`config.mk`:
```
export PLATFORM = sky130hd
export DESIGN_NAME = instr_field_decode_operand_select
export DESIGN_NICKNAME = d
export VERILOG_FILES = /design/src/inc/ifd_pkg.sv /design/src/instr_field_decode_operand_select.sv /design/src/ifd_addr_arith.sv /design/src/ifd_operand_sel.sv
export SDC_FILE = /design/constraint.sdc
export NUM_CORES = 1
export LEC_CHECK = 0
export ABC_CLOCK_PERIOD_IN_PS = 4400
export BUFFER_PORTS_ARGS = -buffer_cell sky130_fd_sc_hd__buf_2
export CORE_MARGIN = 5
export CORE_UTILIZATION = 50
export DETAILED_ROUTE_END_ITERATION = 10
export GPL_TIMING_DRIVEN = 0
export PLACE_DENSITY = 0.74
export SLEW_MARGIN = 15
export SYNTH_ARGS = -nofsm -noshare
export SYNTH_HDL_FRONTEND = slang
export SYNTH_HIERARCHICAL = 1
export SYNTH_SLANG_ARGS = --single-unit
export TNS_END_PERCENT = 1
```
`constraint.sdc`:
```
create_clock -name clk -period 4.4 [get_ports clk]
set_clock_uncertainty 0.2 [all_clocks]
set_input_delay 0.22 -clock clk [delete_from_list [all_inputs] [get_ports clk]]
set_output_delay 0.22 -clock clk [all_outputs]
set_load 0.01 [all_outputs]
```
`src/inc/ifd_pkg.sv`:
```
// Shared constants and types for the instruction field decoder
package ifd_pkg;
  // =====================================================
  // Instruction word layout
  localparam int WORD_W = 32;
  localparam int HALF_W = 16;
  localparam int BYTE_W = 8;
  localparam int OPC_W = 7;
  localparam int SEL_W = 3;
  localparam int PAGE_SEL_W = 4;
  localparam int OFFS_W = 11;
  localparam int PAGE_W = 6;
  localparam int WADDR_W = 17;
  localparam int LOC_W = 15;
  localparam int LEVEL_W = 6;
  localparam int NUM_PAGES = 16;
  localparam int OPC_LSB = 25;
  localparam int ACC_LSB = 22;
  localparam int MODE_LSB = 19;
  localparam int IDX_LSB = 16;
  localparam int OFFS_LSB = 1;
  localparam int HALF_BIT = 0;
  localparam int PAGE_SEL_LSB = 12;
  localparam int ACC_CTL_LSB = 6;
  localparam int MODULE_LSB = 3;
  localparam int BYTE_SEL_BIT = 0;
  // =====================================================
  // Opcode space and levels
  localparam logic [6:0] MACRO_FIRST = 7'h59;
  localparam logic [6:0] MACRO_LAST = 7'h7F;
  localparam logic [5:0] ERR_LEVEL = 6'h3C;
  localparam logic [7:0] PAGE_RST = 8'h00;
  localparam logic [31:0] WORD_RST = 32'h0000_0000;
  // =====================================================
  // Types
  typedef enum logic [2:0] {
    M_DIRECT, M_DIRECT_IX, M_LITERAL, M_LITERAL_IX,
    M_INDIRECT, M_IX_INDIRECT, M_INDIRECT_IX, M_RELATIVE
  } addr_mode_t;
  typedef enum logic [1:0] {
    ACC_FETCH, ACC_READ, ACC_WRITE
  } acc_kind_t;
  typedef enum logic [1:0] {
    ACC_RW, ACC_RD, ACC_RD_DATA, ACC_NONE
  } acc_ctl_t;
  typedef struct packed {
    logic [OPC_W-1:0] opcode;
    logic [SEL_W-1:0] acc_sel;
    addr_mode_t mode;
    logic [SEL_W-1:0] idx_sel;
    logic [HALF_W-1:0] operand_field;
  } instr_fields_t;
  typedef struct packed {
    logic word_op;
    logic byte_op;
    logic numeric;
    logic literal;
  } opnd_ctl_t;
endpackage

```
`src/instr_field_decode_operand_select.sv`:
```
// Instruction field decode, operand address forming and operand select
// What this block does
// - 7-bit field of the instruction is the octal opcode.
// - 3-bit accumulator select picks one of eight level registers.
// - 3-bit mode: direct, literal, indirect, relative, indexed forms.
// - Index select picks register; indexing only modes 1,3,5,6,7.
// - Accumulator and index share eight registers of active level.
// - Operand field is literal in modes 2,3, else address.
// - Page select picks page map byte; six bits prefix offset.
// - Index carry out of page select never reaches index select.
// - 11-bit offset picks word; top page bits pick module.
// - Operand fetch takes left half if W=0, right if W=1.
// - Instruction fetch ignores W, takes whole word.
// - Full-word operations ignore W; word addresses even.
// - W is bit 0 of operand field; half-word addressing.
// - Byte instructions pick upper or lower byte by opcode.
// - Single-bit instructions use accumulator select as bit position.
// - Move instructions select bit group by operand-field mask.
// - Numerical operands are two's complement, msb is sign.
// - Half-word to full-word replicates sign into upper 16.
// - Full algebraic operand keeps both sign bits equal.
// - Half or full operands; full products, dividends, shift pairs.
// - 39 of 128 opcodes reserved for macro coprocessor.
// - Forbidden access inhibits request, flags, changes to level 74.
`timescale 1ns/100ps
`default_nettype none
module instr_field_decode_operand_select
  import ifd_pkg::*;
(
  input wire logic clk, // 100 MHz clock
  input wire logic nrst, // Async reset, active low
  input wire logic ir_load, // Load instruction word
  input wire logic [WORD_W-1:0] ir_word, // Fetched instruction word
  output instr_fields_t fields, // Decoded fields
  output logic is_macro, // Opcode for macro coprocessor
  output logic literal_mode, // Field used as operand
  output logic indexing_on, // Mode applies indexing
  output logic [SEL_W-1:0] acc_reg, // Accumulator register number
  output logic [SEL_W-1:0] idx_reg, // Index register number
  output logic [SEL_W-1:0] acc_pair_even, // Even register of a pair
  input wire logic pm_wr, // Page map byte write
  input wire logic [PAGE_SEL_W-1:0] pm_sel, // Page map byte number
  input wire logic [BYTE_W-1:0] pm_data, // Page map byte value
  input wire logic [HALF_W-1:0] ix_value, // Index register contents
  input wire logic [LOC_W-1:0] loc_value, // Next-instruction location
  input wire logic ca_index, // Apply index/relative step
  input wire logic ind_load, // Apply indirect word
  input wire logic [HALF_W-1:0] ind_word, // Indirect word value
  input wire logic mem_req, // Memory access request
  input wire acc_kind_t acc_kind, // Fetch, read or write
  input wire logic word_op, // Full-word operation
  input wire logic byte_op, // Byte operation
  input wire logic numeric, // Numerical operand
  output logic mem_go, // Request passed to memory
  output logic [WADDR_W-1:0] mem_addr, // 17-bit word address
  output logic [SEL_W-1:0] mem_module, // Memory module number
  output logic mem_half, // Half select sent with address
  output logic acc_fault, // Access violation pulse
  output logic lvl_chg_req, // Level change request
  output logic [LEVEL_W-1:0] lvl_chg_num, // Target level
  input wire logic lvl_chg_ack, // Level change taken
  input wire logic opnd_capture, // Memory word valid
  input wire logic [WORD_W-1:0] mem_word, // Memory output word
  output logic [WORD_W-1:0] operand, // Selected operand
  output logic [BYTE_W-1:0] byte_val, // Selected byte
  output logic bit_val, // Selected bit
  output logic [HALF_W-1:0] move_field // Masked bit group
);
  typedef enum logic [1:0] {ST_RUN, ST_LVL_CHG} lvl_state_t;

  logic [WORD_W-1:0] ir_ff;
  logic [WORD_W-1:0] ir_cur;
  logic [BYTE_W-1:0] page_map [NUM_PAGES];
  logic [BYTE_W-1:0] pm_byte;
  logic [PAGE_W-1:0] page_bits;
  acc_ctl_t acc_ctl;
  logic [HALF_W-1:0] idx_ca;
  logic [HALF_W-1:0] ind_ca;
  logic allowed;
  logic req_ok;
  logic [WADDR_W-1:0] nxt_addr;
  logic nxt_half;
  opnd_ctl_t opnd_ctl;
  logic [WORD_W-1:0] sel_operand;
  logic [BYTE_W-1:0] sel_byte;
  logic sel_bit;
  logic [HALF_W-1:0] sel_move;
  logic [WADDR_W-1:0] mem_addr_ff;
  logic mem_half_ff;
  logic mem_go_ff;
  logic acc_fault_ff;
  logic [WORD_W-1:0] operand_ff;
  logic [BYTE_W-1:0] byte_ff;
  logic bit_ff;
  logic [HALF_W-1:0] move_ff;
  lvl_state_t lvl_ff;
  lvl_state_t nxt_lvl;

  // =====================================================
  // Access permission by control bits
  function automatic logic permit(input acc_ctl_t c, input acc_kind_t k);
    case (c)
      ACC_RW: permit = 1'b1;
      ACC_RD: permit = (k != ACC_WRITE);
      ACC_RD_DATA: permit = (k == ACC_READ);
      default: permit = 1'b0;
    endcase
  endfunction

  // =====================================================
  // Instruction register
  // Load wins over the indirect and index steps
  always_ff @(posedge clk or negedge nrst) begin
    if (!nrst) begin
      ir_ff <= WORD_RST;
    end else if (ir_load) begin
      ir_ff <= ir_word;
    end else if (ind_load) begin
      ir_ff <= {ir_ff[WORD_W-1:HALF_W], ind_ca};
    end else if (ca_index) begin
      // only the low half is rewritten
      ir_ff <= {ir_ff[WORD_W-1:HALF_W], idx_ca};
    end
  end

  // Bypass lets a word decode as it loads
  // fields valid in load cycle
  assign ir_cur = ir_load ? ir_word : ir_ff;

  // =====================================================
  // Field decode
  // opcode field
  assign fields.opcode = ir_cur[OPC_LSB +: OPC_W];
  assign fields.acc_sel = ir_cur[ACC_LSB +: SEL_W];
  assign fields.mode = addr_mode_t'(ir_cur[MODE_LSB +: SEL_W]);
  assign fields.idx_sel = ir_cur[IDX_LSB +: SEL_W];
  assign fields.operand_field = ir_cur[HALF_W-1:0];

  // both name the active level's set
  assign acc_reg = fields.acc_sel;
  assign idx_reg = fields.idx_sel;
  assign acc_pair_even = {fields.acc_sel[SEL_W-1:1], 1'b0};

  assign is_macro = (fields.opcode >= MACRO_FIRST) &&
                    (fields.opcode <= MACRO_LAST);

  assign literal_mode = (fields.mode == M_LITERAL) ||
                        (fields.mode == M_LITERAL_IX);

  ifd_addr_arith u_arith (
    .mode(fields.mode),
    .idx_sel(fields.idx_sel),
    .ca(fields.operand_field),
    .ix_value(ix_value),
    .loc_value(loc_value),
    .ind_word(ind_word),
    .idx_ca(idx_ca),
    .ind_ca(ind_ca),
    .indexed(indexing_on)
  );

  // =====================================================
  // Page map, loaded on level change
  // One byte per page, written one at a time
  always_ff @(posedge clk or negedge nrst) begin
    if (!nrst) begin
      for (int i = 0; i < NUM_PAGES; i++) begin
        page_map[i] <= PAGE_RST;
      end
    end else if (pm_wr) begin
      page_map[pm_sel] <= pm_data;
    end
  end

  assign pm_byte = page_map[fields.operand_field[PAGE_SEL_LSB +: PAGE_SEL_W]];
  assign page_bits = pm_byte[PAGE_W-1:0];
  assign acc_ctl =
    acc_ctl_t'(pm_byte[ACC_CTL_LSB +: $bits(acc_ctl_t)]);

  assign nxt_addr = {page_bits, fields.operand_field[OFFS_LSB +: OFFS_W]};
  assign nxt_half = (acc_kind == ACC_FETCH || word_op) ? 1'b0 :
                    fields.operand_field[HALF_BIT];

  assign allowed = permit(acc_ctl, acc_kind);

  // refused while a level change is pending
  assign req_ok = mem_req && (lvl_ff == ST_RUN) &&
                  !acc_fault_ff;

  // =====================================================
  // Memory request
  always_ff @(posedge clk or negedge nrst) begin
    if (!nrst) begin
      mem_go_ff <= 1'b0;
      acc_fault_ff <= 1'b0;
    end else begin
      mem_go_ff <= req_ok && allowed;
      acc_fault_ff <= req_ok && !allowed;
    end
  end

  always_ff @(posedge clk or negedge nrst) begin
    if (!nrst) begin
      mem_addr_ff <= '0;
      mem_half_ff <= 1'b0;
    end else if (req_ok && allowed) begin
      // Refused requests keep the last address
      mem_addr_ff <= nxt_addr;
      mem_half_ff <= nxt_half;
    end
  end

  assign mem_go = mem_go_ff;
  assign acc_fault = acc_fault_ff;
  assign mem_addr = mem_addr_ff;
  assign mem_half = mem_half_ff;
  assign mem_module = mem_addr_ff[WADDR_W-1 -: SEL_W];

  // =====================================================
  // Level change to error level
  always_comb begin
    nxt_lvl = lvl_ff;
    case (lvl_ff)
      ST_RUN: begin
        if (acc_fault_ff) begin
          nxt_lvl = ST_LVL_CHG;
        end
      end
      ST_LVL_CHG: begin
        if (lvl_chg_ack) begin
          nxt_lvl = ST_RUN;
        end
      end
      default: nxt_lvl = ST_RUN;
    endcase
  end

  always_ff @(posedge clk or negedge nrst) begin
    if (!nrst) begin
      lvl_ff <= ST_RUN;
    end else begin
      lvl_ff <= nxt_lvl;
    end
  end

  // Level held until the processor acknowledges
  assign lvl_chg_req = (lvl_ff == ST_LVL_CHG);
  assign lvl_chg_num = ERR_LEVEL;

  // =====================================================
  // Operand selection
  // Kind flags must stand until the word is captured
  assign opnd_ctl.word_op = word_op;
  assign opnd_ctl.byte_op = byte_op;
  assign opnd_ctl.numeric = numeric;
  assign opnd_ctl.literal = literal_mode;

  ifd_operand_sel u_opnd (
    .ctl(opnd_ctl),
    .mem_word(mem_word),
    .ca(fields.operand_field),
    .opcode(fields.opcode),
    .acc_sel(fields.acc_sel),
    .operand(sel_operand),
    .byte_val(sel_byte),
    .bit_val(sel_bit),
    .move_field(sel_move)
  );

  always_ff @(posedge clk or negedge nrst) begin
    if (!nrst) begin
      operand_ff <= WORD_RST;
      byte_ff <= '0;
      bit_ff <= 1'b0;
      move_ff <= '0;
    end else if (opnd_capture) begin
      operand_ff <= sel_operand;
      byte_ff <= byte_op ? sel_byte : '0;
      bit_ff <= sel_bit;
      move_ff <= sel_move;
    end
  end

  assign operand = operand_ff;
  assign byte_val = byte_ff;
  assign bit_val = bit_ff;
  assign move_field = move_ff;
endmodule // instr_field_decode_operand_select
`default_nettype wire

```
`src/ifd_addr_arith.sv`:
```
// Operand-field address arithmetic for indexing and relative modes
`timescale 1ns/100ps
`default_nettype none
module ifd_addr_arith
  import ifd_pkg::*;
(
  input wire addr_mode_t mode, // Address mode
  input wire logic [SEL_W-1:0] idx_sel, // Index select
  input wire logic [HALF_W-1:0] ca, // Current operand field
  input wire logic [HALF_W-1:0] ix_value, // Index register contents
  input wire logic [LOC_W-1:0] loc_value, // Next-instruction location
  input wire logic [HALF_W-1:0] ind_word, // Indirect word from memory
  output logic [HALF_W-1:0] idx_ca, // Field after index step
  output logic [HALF_W-1:0] ind_ca, // Field after indirect step
  output logic indexed // Mode applies indexing
);
  logic [LOC_W-1:0] rel_da;
  logic [HALF_W-1:0] rel_base;

  // =====================================================
  // Index and relative sums, 16 bits only
  // carry dropped
  assign rel_da = ca[HALF_W-1:OFFS_LSB] + loc_value;
  assign rel_base = ca + {1'b0, loc_value};

  always_comb begin
    indexed = 1'b0;
    idx_ca = ca;
    case (mode)
      M_DIRECT_IX, M_LITERAL_IX, M_IX_INDIRECT: begin
        indexed = 1'b1;
        idx_ca = ca + ix_value;
      end
      M_INDIRECT_IX: indexed = 1'b1;
      M_RELATIVE: begin
        indexed = (idx_sel != '0);
        if (idx_sel == '0) begin
          idx_ca = {rel_da, ca[HALF_BIT]};
        end else begin
          idx_ca = rel_base + ix_value;
        end
      end
      default: idx_ca = ca;
    endcase
  end

  // Indirect word, indexed afterwards in mode 6
  assign ind_ca = (mode == M_INDIRECT_IX) ? ind_word + ix_value : ind_word;
endmodule // ifd_addr_arith
`default_nettype wire

```
`src/ifd_operand_sel.sv`:
```
// Operand selection from a memory word or literal field
`timescale 1ns/100ps
`default_nettype none
module ifd_operand_sel
  import ifd_pkg::*;
(
  input wire opnd_ctl_t ctl, // Operand kind
  input wire logic [WORD_W-1:0] mem_word, // Memory output word
  input wire logic [HALF_W-1:0] ca, // Operand field
  input wire logic [OPC_W-1:0] opcode, // Operation code
  input wire logic [SEL_W-1:0] acc_sel, // Bit select in byte ops
  output logic [WORD_W-1:0] operand, // Selected operand
  output logic [BYTE_W-1:0] byte_val, // Selected byte
  output logic bit_val, // Selected bit
  output logic [HALF_W-1:0] move_field // Masked bit group
);
  logic [HALF_W-1:0] half;
  logic [WORD_W-1:0] full;

  // =====================================================
  // Half and full selection
  // half by W
  assign half = ctl.literal ? ca :
                ca[HALF_BIT] ? mem_word[HALF_W-1:0] :
                mem_word[WORD_W-1:HALF_W];
  assign full = mem_word;

  always_comb begin
    if (ctl.word_op) begin
      operand = full;
      if (ctl.numeric) begin
        operand[HALF_W-1] = full[WORD_W-1];
      end
    end else if (ctl.numeric) begin
      operand = {{HALF_W{half[HALF_W-1]}}, half};
    end else begin
      operand = {{HALF_W{1'b0}}, half};
    end
  end

  assign byte_val = opcode[BYTE_SEL_BIT] ? half[BYTE_W-1:0] :
                    half[HALF_W-1:BYTE_W];
  // bit by acc_sel, 0 is msb
  assign bit_val = byte_val[(BYTE_W-1) - acc_sel];
  assign move_field = half & ca;
endmodule // ifd_operand_sel
`default_nettype wire

```
Yosys cells after proc, flatten, opt, wreduce, memory -nomap -nowiden
Index checks and enable logic that the tools add are counted.
Storage, ports and cells
  bits of input ports: 137
  output and inout port bits: 131
  bits in registers: 239
  word-level logic and storage cells: 102
Operators by class
  bitwise logic cells: 3
  order comparisons: 6
  add/subtract/negate cells: 6
  equality and inequality tests: 13
  reductions and logical operators: 19
  muxes and demuxes: 28
Operators by type and width (count)
  $mux W32: 5
  $bwmux W128: 1
  $mux W16: 5
  $add A16 B16 Y16: 3
  $mux W8: 5
  $bmux W8 S4: 1
  $demux W8 S4: 1
  $lt A32 B4 Y1 const B: 1
  $pmux W16 S2: 1
  $add A16 B15 Y16: 1
  $and A16 B16 Y16: 1
  $add A15 B15 Y15: 1
  $ge A5 B5 Y1 const B: 2
  $not A4 Y5: 2
  $eq A3 B3 Y1 const B: 3
  $ge A7 B7 Y1 const B: 1
  $le A7 B7 Y1 const B: 1
  $eq A2 B1 Y1 const B: 3
  $eq A3 B2 Y1 const B: 2
  $logic_and A1 B1 Y1: 6
  $logic_not A2 Y1: 3
  $reduce_bool A3 Y1: 2
  $lt A5 B1 Y1 const B: 1
  $mux W2: 2
  16 further kinds: 21

Logic depth before layout (Yosys ltp)
  depth after elaboration: 9
  mapped depth: 19
  mapped depth without buffers: 16

Hierarchy
Netlist, hierarchy kept.
Modules (own cells, without submodules)
  instr_field_decode_operand_select: times used 1, area an instance 11010.6 um^2, cells an instance 945, seq. area each 5955.7 um^2
  ifd_addr_arith: times used 1, area an instance 3792.4 um^2, cells an instance 523, seq. area each 0.0 um^2
  ifd_operand_sel: times used 1, area an instance 1083.5 um^2, cells an instance 162, seq. area each 0.0 um^2

Least setup slack after synthesis
OpenSTA, ideal clock, no wires.
  path kind: in2reg
  start point: in ir_load
  end point: reg ir_ff[11]
  required time: 4.128 ns
  slack: -0.153 ns
  arrival time: 4.281 ns
  library setup time: 0.072 ns
  stages: 18
  path buffers: 3
  cell sequence: buf_4 -> clkbuf_1 -> clkbuf_1 -> mux2_2 -> fa_1 -> ha_1 -> fa_1 -> a211o_1 -> a211oi_2 -> o21bai_1 -> a211o_1 -> nand3_1 -> nand3b_1 -> a41oi_2 -> nor2_1 -> a221oi_1 -> a21oi_1 -> nor2_1
RTL lines
  start: declaration: RTL line instr_field_decode_operand_select.sv:32  | input wire logic ir_load,
  end signal: assignment: RTL line instr_field_decode_operand_select.sv:117  | ir_ff <= ir_word;
  end signal: assignment: RTL line instr_field_decode_operand_select.sv:119  | ir_ff <= {ir_ff[WORD_W-1:HALF_W], ind_ca};
  end signal: assignment: RTL line instr_field_decode_operand_select.sv:122  | ir_ff <= {ir_ff[WORD_W-1:HALF_W], idx_ca};
  end: declaration: RTL line instr_field_decode_operand_select.sv:71  | logic [WORD_W-1:0] ir_ff;

Final worst setup path
  start point: in ir_load
  end point: reg ir_ff[12]
Between the ends
  longest elaborated chain between the ends: 8
  elaborated cells on any way between the ends: 19
  classes of those cells: 4 x add/sub; 5 x eq/ne; 7 x mux; 3 x reduce/logical
Ends and longest elaborated chain
  $mux W32 (*): RTL line instr_field_decode_operand_select.sv:128  | assign ir_cur = ir_load ? ir_word : ir_ff;
  $add A16 B15 Y16: RTL line ifd_addr_arith.sv:24  | assign rel_base = ca + {1'b0, loc_value};
  $add A16 B16 Y16: RTL line ifd_addr_arith.sv:40  | idx_ca = rel_base + ix_value;
  $mux W16: RTL line ifd_addr_arith.sv:37  | if (idx_sel == '0) begin
  $pmux W16 S2 (*): RTL line ifd_addr_arith.sv:29  | case (mode)
  via idx_ca[12]: RTL line instr_field_decode_operand_select.sv:77  | logic [HALF_W-1:0] idx_ca;
  $mux W16 (*): RTL line instr_field_decode_operand_select.sv:120  | end else if (ca_index) begin
  $mux W32 (*): RTL line instr_field_decode_operand_select.sv:118  | end else if (ind_load) begin
  $mux W32 (*): RTL line instr_field_decode_operand_select.sv:116  | end else if (ir_load) begin
Mark *: on every way through the listed nets, which the timed path passes. The rest lies on a longest branch. The select of a mux whose other input is x is not followed.
A chain may end at the register's enable or synchronous reset.

==> flow_metrics.tcl <==
set metrics [dict create \
    outcome "completed" \
    synthesis.area_um2 15900 \
    crit_start "ir_load" \
    vias 14700 \
    cts_tree "done" \
    slew_headroom_pct 25.9 \
    antenna_left 0 \
    syn_inst 1630 \
    hold_path_startpoint "ind_word[15]" \
    cts-root-buf "clkbuf_16" \
    core-area_um2 31500 \
    p_per_area_nw_per_um2 418 \
    hold_slack_ps 25.1 \
    syn_to_final_growth_pct 23.5 \
    synth.distinct_cells 81 \
    grt_pass1_vias 14400 \
    row_count 65 \
    synth_edf_count 0 \
    numCtsBuffers 27 \
    crit_buf_inv 5 \
    track_usage_pct 28.9 \
    fillerInstances 2623 \
    globalplace.congestion 0.979 \
    vias_per_cell 6.04 \
    r2r-start "ir_ff[1]" \
    die_y_um 188 \
    period_share_pct 98.5 \
    setup.worst_path.start_class "input port" \
    drt_first_pass_iters 6 \
    worst_pin_slew_ps 1110 \
    start_util_pct 50.5 \
    hp-class "input port to register" \
    path_clk_slew_ps 60 \
    power_leakage_nw 9.16 \
    finalSetupViolations 0 \
    finalHoldViolCount 0 \
    ys_async_sr_fraction_pct 100 \
    antenna_found_initial 2 \
    slew_viol_final 0 \
    nets 2225 \
    cts_max_path_buffers 3 \
    seq_area_frac_synth_pct 37.5 \
    dieArea_um2 35400 \
    max_freq_ghz 0.231 \
    detailed_place_hpwl_mm 40.1 \
    slowest_stage "clkbuf_1" \
    grt_max_degree 107 \
    syn_area_per_cell_um2 9.75 \
    drive_gt1_share_pct 31.2 \
    overflow 0 \
    cp-end-kind "register" \
    cts_sinks 238 \
    ios 268 \
    slowest_delay_ps 660 \
    period_needed_ps 4330 \
    setup_slack_ps 67.7 \
    synth_flop_cell "dfrtp_1" \
    grt_pass1_wl_mm 82.2 \
    synth_seq_cells 238 \
    cp_max_fo 10 \
    drt_iter0_drc 1363 \
    peakVddDrop_mv 0.346 \
    seqCellArea_um2 5960 \
    worstPathArrival_ps 4600 \
    worstSetupPathType "input port to register" \
    routedWlPerCell_um 22.1 \
    path_cells "buf_2, buf_8, clkbuf_8, clkbuf_1, clkbuf_1, mux2_2, nor3_4, nand2_1, nor2_1, nand2_1, mux2_1, a31oi_1, nor2_1, a221o_1, a21oi_1" \
    drc 0 \
    multi_input_area_um2 9290 \
    drv_cap 0 \
    required_ps 4670 \
    place_area_um2 17800 \
    io_buffers 256 \
    clock_latency_ps 540 \
    cts_max_level 1 \
    routed_wl_mm 53.8 \
    crit_family "buffers and inverters" \
    ys_warn_count 6 \
    final_cell_area_um2 19600 \
    pre_cts_slack_ps -1070 \
    die_w_um 188 \
]
-- metrics by stage --
stage	TNS, ps	instances	util, %	total power [mW]
floorplan	0	1635	-	4.81
global placement	-303100	2293	56.2	5.72
detailed placement	-6240	2296	56.5	5.80
CTS	0	2424	62.0	8.15
global route	-43.4	2434	62.3	8.60
finish	0	2434	62.3	8.20
-- kinds of logic (layout without fill, tap and decap cells) --
group,after synthesis,in the layout,share of synthesized area (%)
DFF,238,238,37.5
AOI/OAI and AO/OA,325,325,14.0
xor gates and xnor gates,37,37,2.04
muxes,284,284,20.6
other,2,8,0.0473
adders and majority gates,77,77,6.96
and+or+nand+nor,506,506,14.3
buffers and inverters,161,557,4.48
-- Yosys cell counts, drive strengths merged, types with 10 or more instances --
library cell    n  share of area [%]
a221oi         17               0.94
a311oi         14               0.77
clkbuf         66                1.6
fa             19                2.4
a211oi         21                1.0
nand3          53                1.7
a21oi          77                2.5
ha             58                4.6
mux2i          29                1.9
o21ai          64                2.0
a31oi          19               0.75
and3           24               0.95
nand2         229                5.4
xnor2          20                1.1
buf            39                1.6
xor2           17               0.94
nor2          116                2.7
a21o           17               0.80
inv            56                1.3
nand2b         10               0.39
nor3           12               0.48
o21a           18               0.85
mux2          250                 18
dfrtp         238                 37
-- state kept, by name, summed over array words and instances (netlist names) --
| register | cells |
|---|---|
| operand | 32 |
| mem_half | 1 |
| lvl_ff | 1 |
| byte_val | 8 |
| bit_val | 1 |
| mem_addr | 17 |
| mem_go | 1 |
| page_map | 128 |
| acc_fault | 1 |
| ir_ff | 32 |
| move_field | 16 |
-- routing by layer --
| layer | vias up | wire length [µm] | GRT usage, % |
|---|---|---|---|
| li1 | 6611 | - | - |
| met1 | 7217 | 22200 | 38.7 |
| met2 | 733 | 25200 | 47.7 |
| met3 | 146 | 4090 | 4.24 |
| met4 | 0 | 2350 | 11.3 |
| met5 | - | 0 | 0 |
-- area by class of cell --
| cell class | count | area share (%) |
|---|---|---|
| Multi-Input combinational cell | 1236 | 47.3 |
| Sequential cell | 238 | 30.4 |
| Timing Repair Buffer | 349 | 11.4 |
| Clock buffer | 35 | 3.85 |
| Buffer | 103 | 2.70 |
| Tap cell | 402 | 2.56 |
| Inverter | 56 | 1.11 |
| Clock inverter | 14 | 0.682 |
| Antenna cell | 1 | 0.0128 |
-- cells in the final DEF, fill, tap and decap left out, drive strengths merged, types with 21 or more instances in the layout --
| cell type | synthesis | final |
|---|---|---|
| and3 | 24 | 24 |
| nand2 | 229 | 229 |
| clkbuf | 66 | 100 |
| inv | 56 | 56 |
| o21ai | 64 | 64 |
| buf | 39 | 307 |
| mux2i | 29 | 29 |
| dlygate4sd3 | 0 | 80 |
| nand3 | 53 | 53 |
| mux2 | 250 | 250 |
| a21oi | 77 | 77 |
| nor2 | 116 | 116 |
| dfrtp | 238 | 238 |
| ha | 58 | 58 |
| a211oi | 21 | 21 |
-- final timing paths --
check	to	slack, ps	cells after the start
min in group asynchronous	move_field[15]	50	2
max reg2reg	ir_ff[7]	170	14
max	ir_ff[12]	70	15
min reg2reg	ir_ff[7]	290	2
max in group asynchronous	page_map[14]	2680	4
min	ir_ff[15]	30	6
-- tightest hold or removal path: cells and delay by family --
family | cells | cell delay [ps]
AND/OR/NAND/NOR | 1 | 60
XOR/XNOR | 1 | 70
AO/OA/AOI/OAI | 2 | 200
buffers and inverters | 2 | 180
-- report_power, final --
group	switching (mW)	internal, mW
Clock	0.920	1.33
Sequential	0.266	2.67
Combinational	1.65	1.36
-- repair_timing --
| action | 4_1_cts | 5_1_grt |
|---|---|---|
| hold endpoints to repair | 258 | 0 |
| endpoints found under the setup margin | 6 | 7 |
| setup buffers | 1 | 9 |
| pin swaps | 2 | 3 |
| gates resized for setup | 10 | 10 |
| hold buffers | 80 | 0 |
No activity file was read; power rests on OpenSTA's default activity.
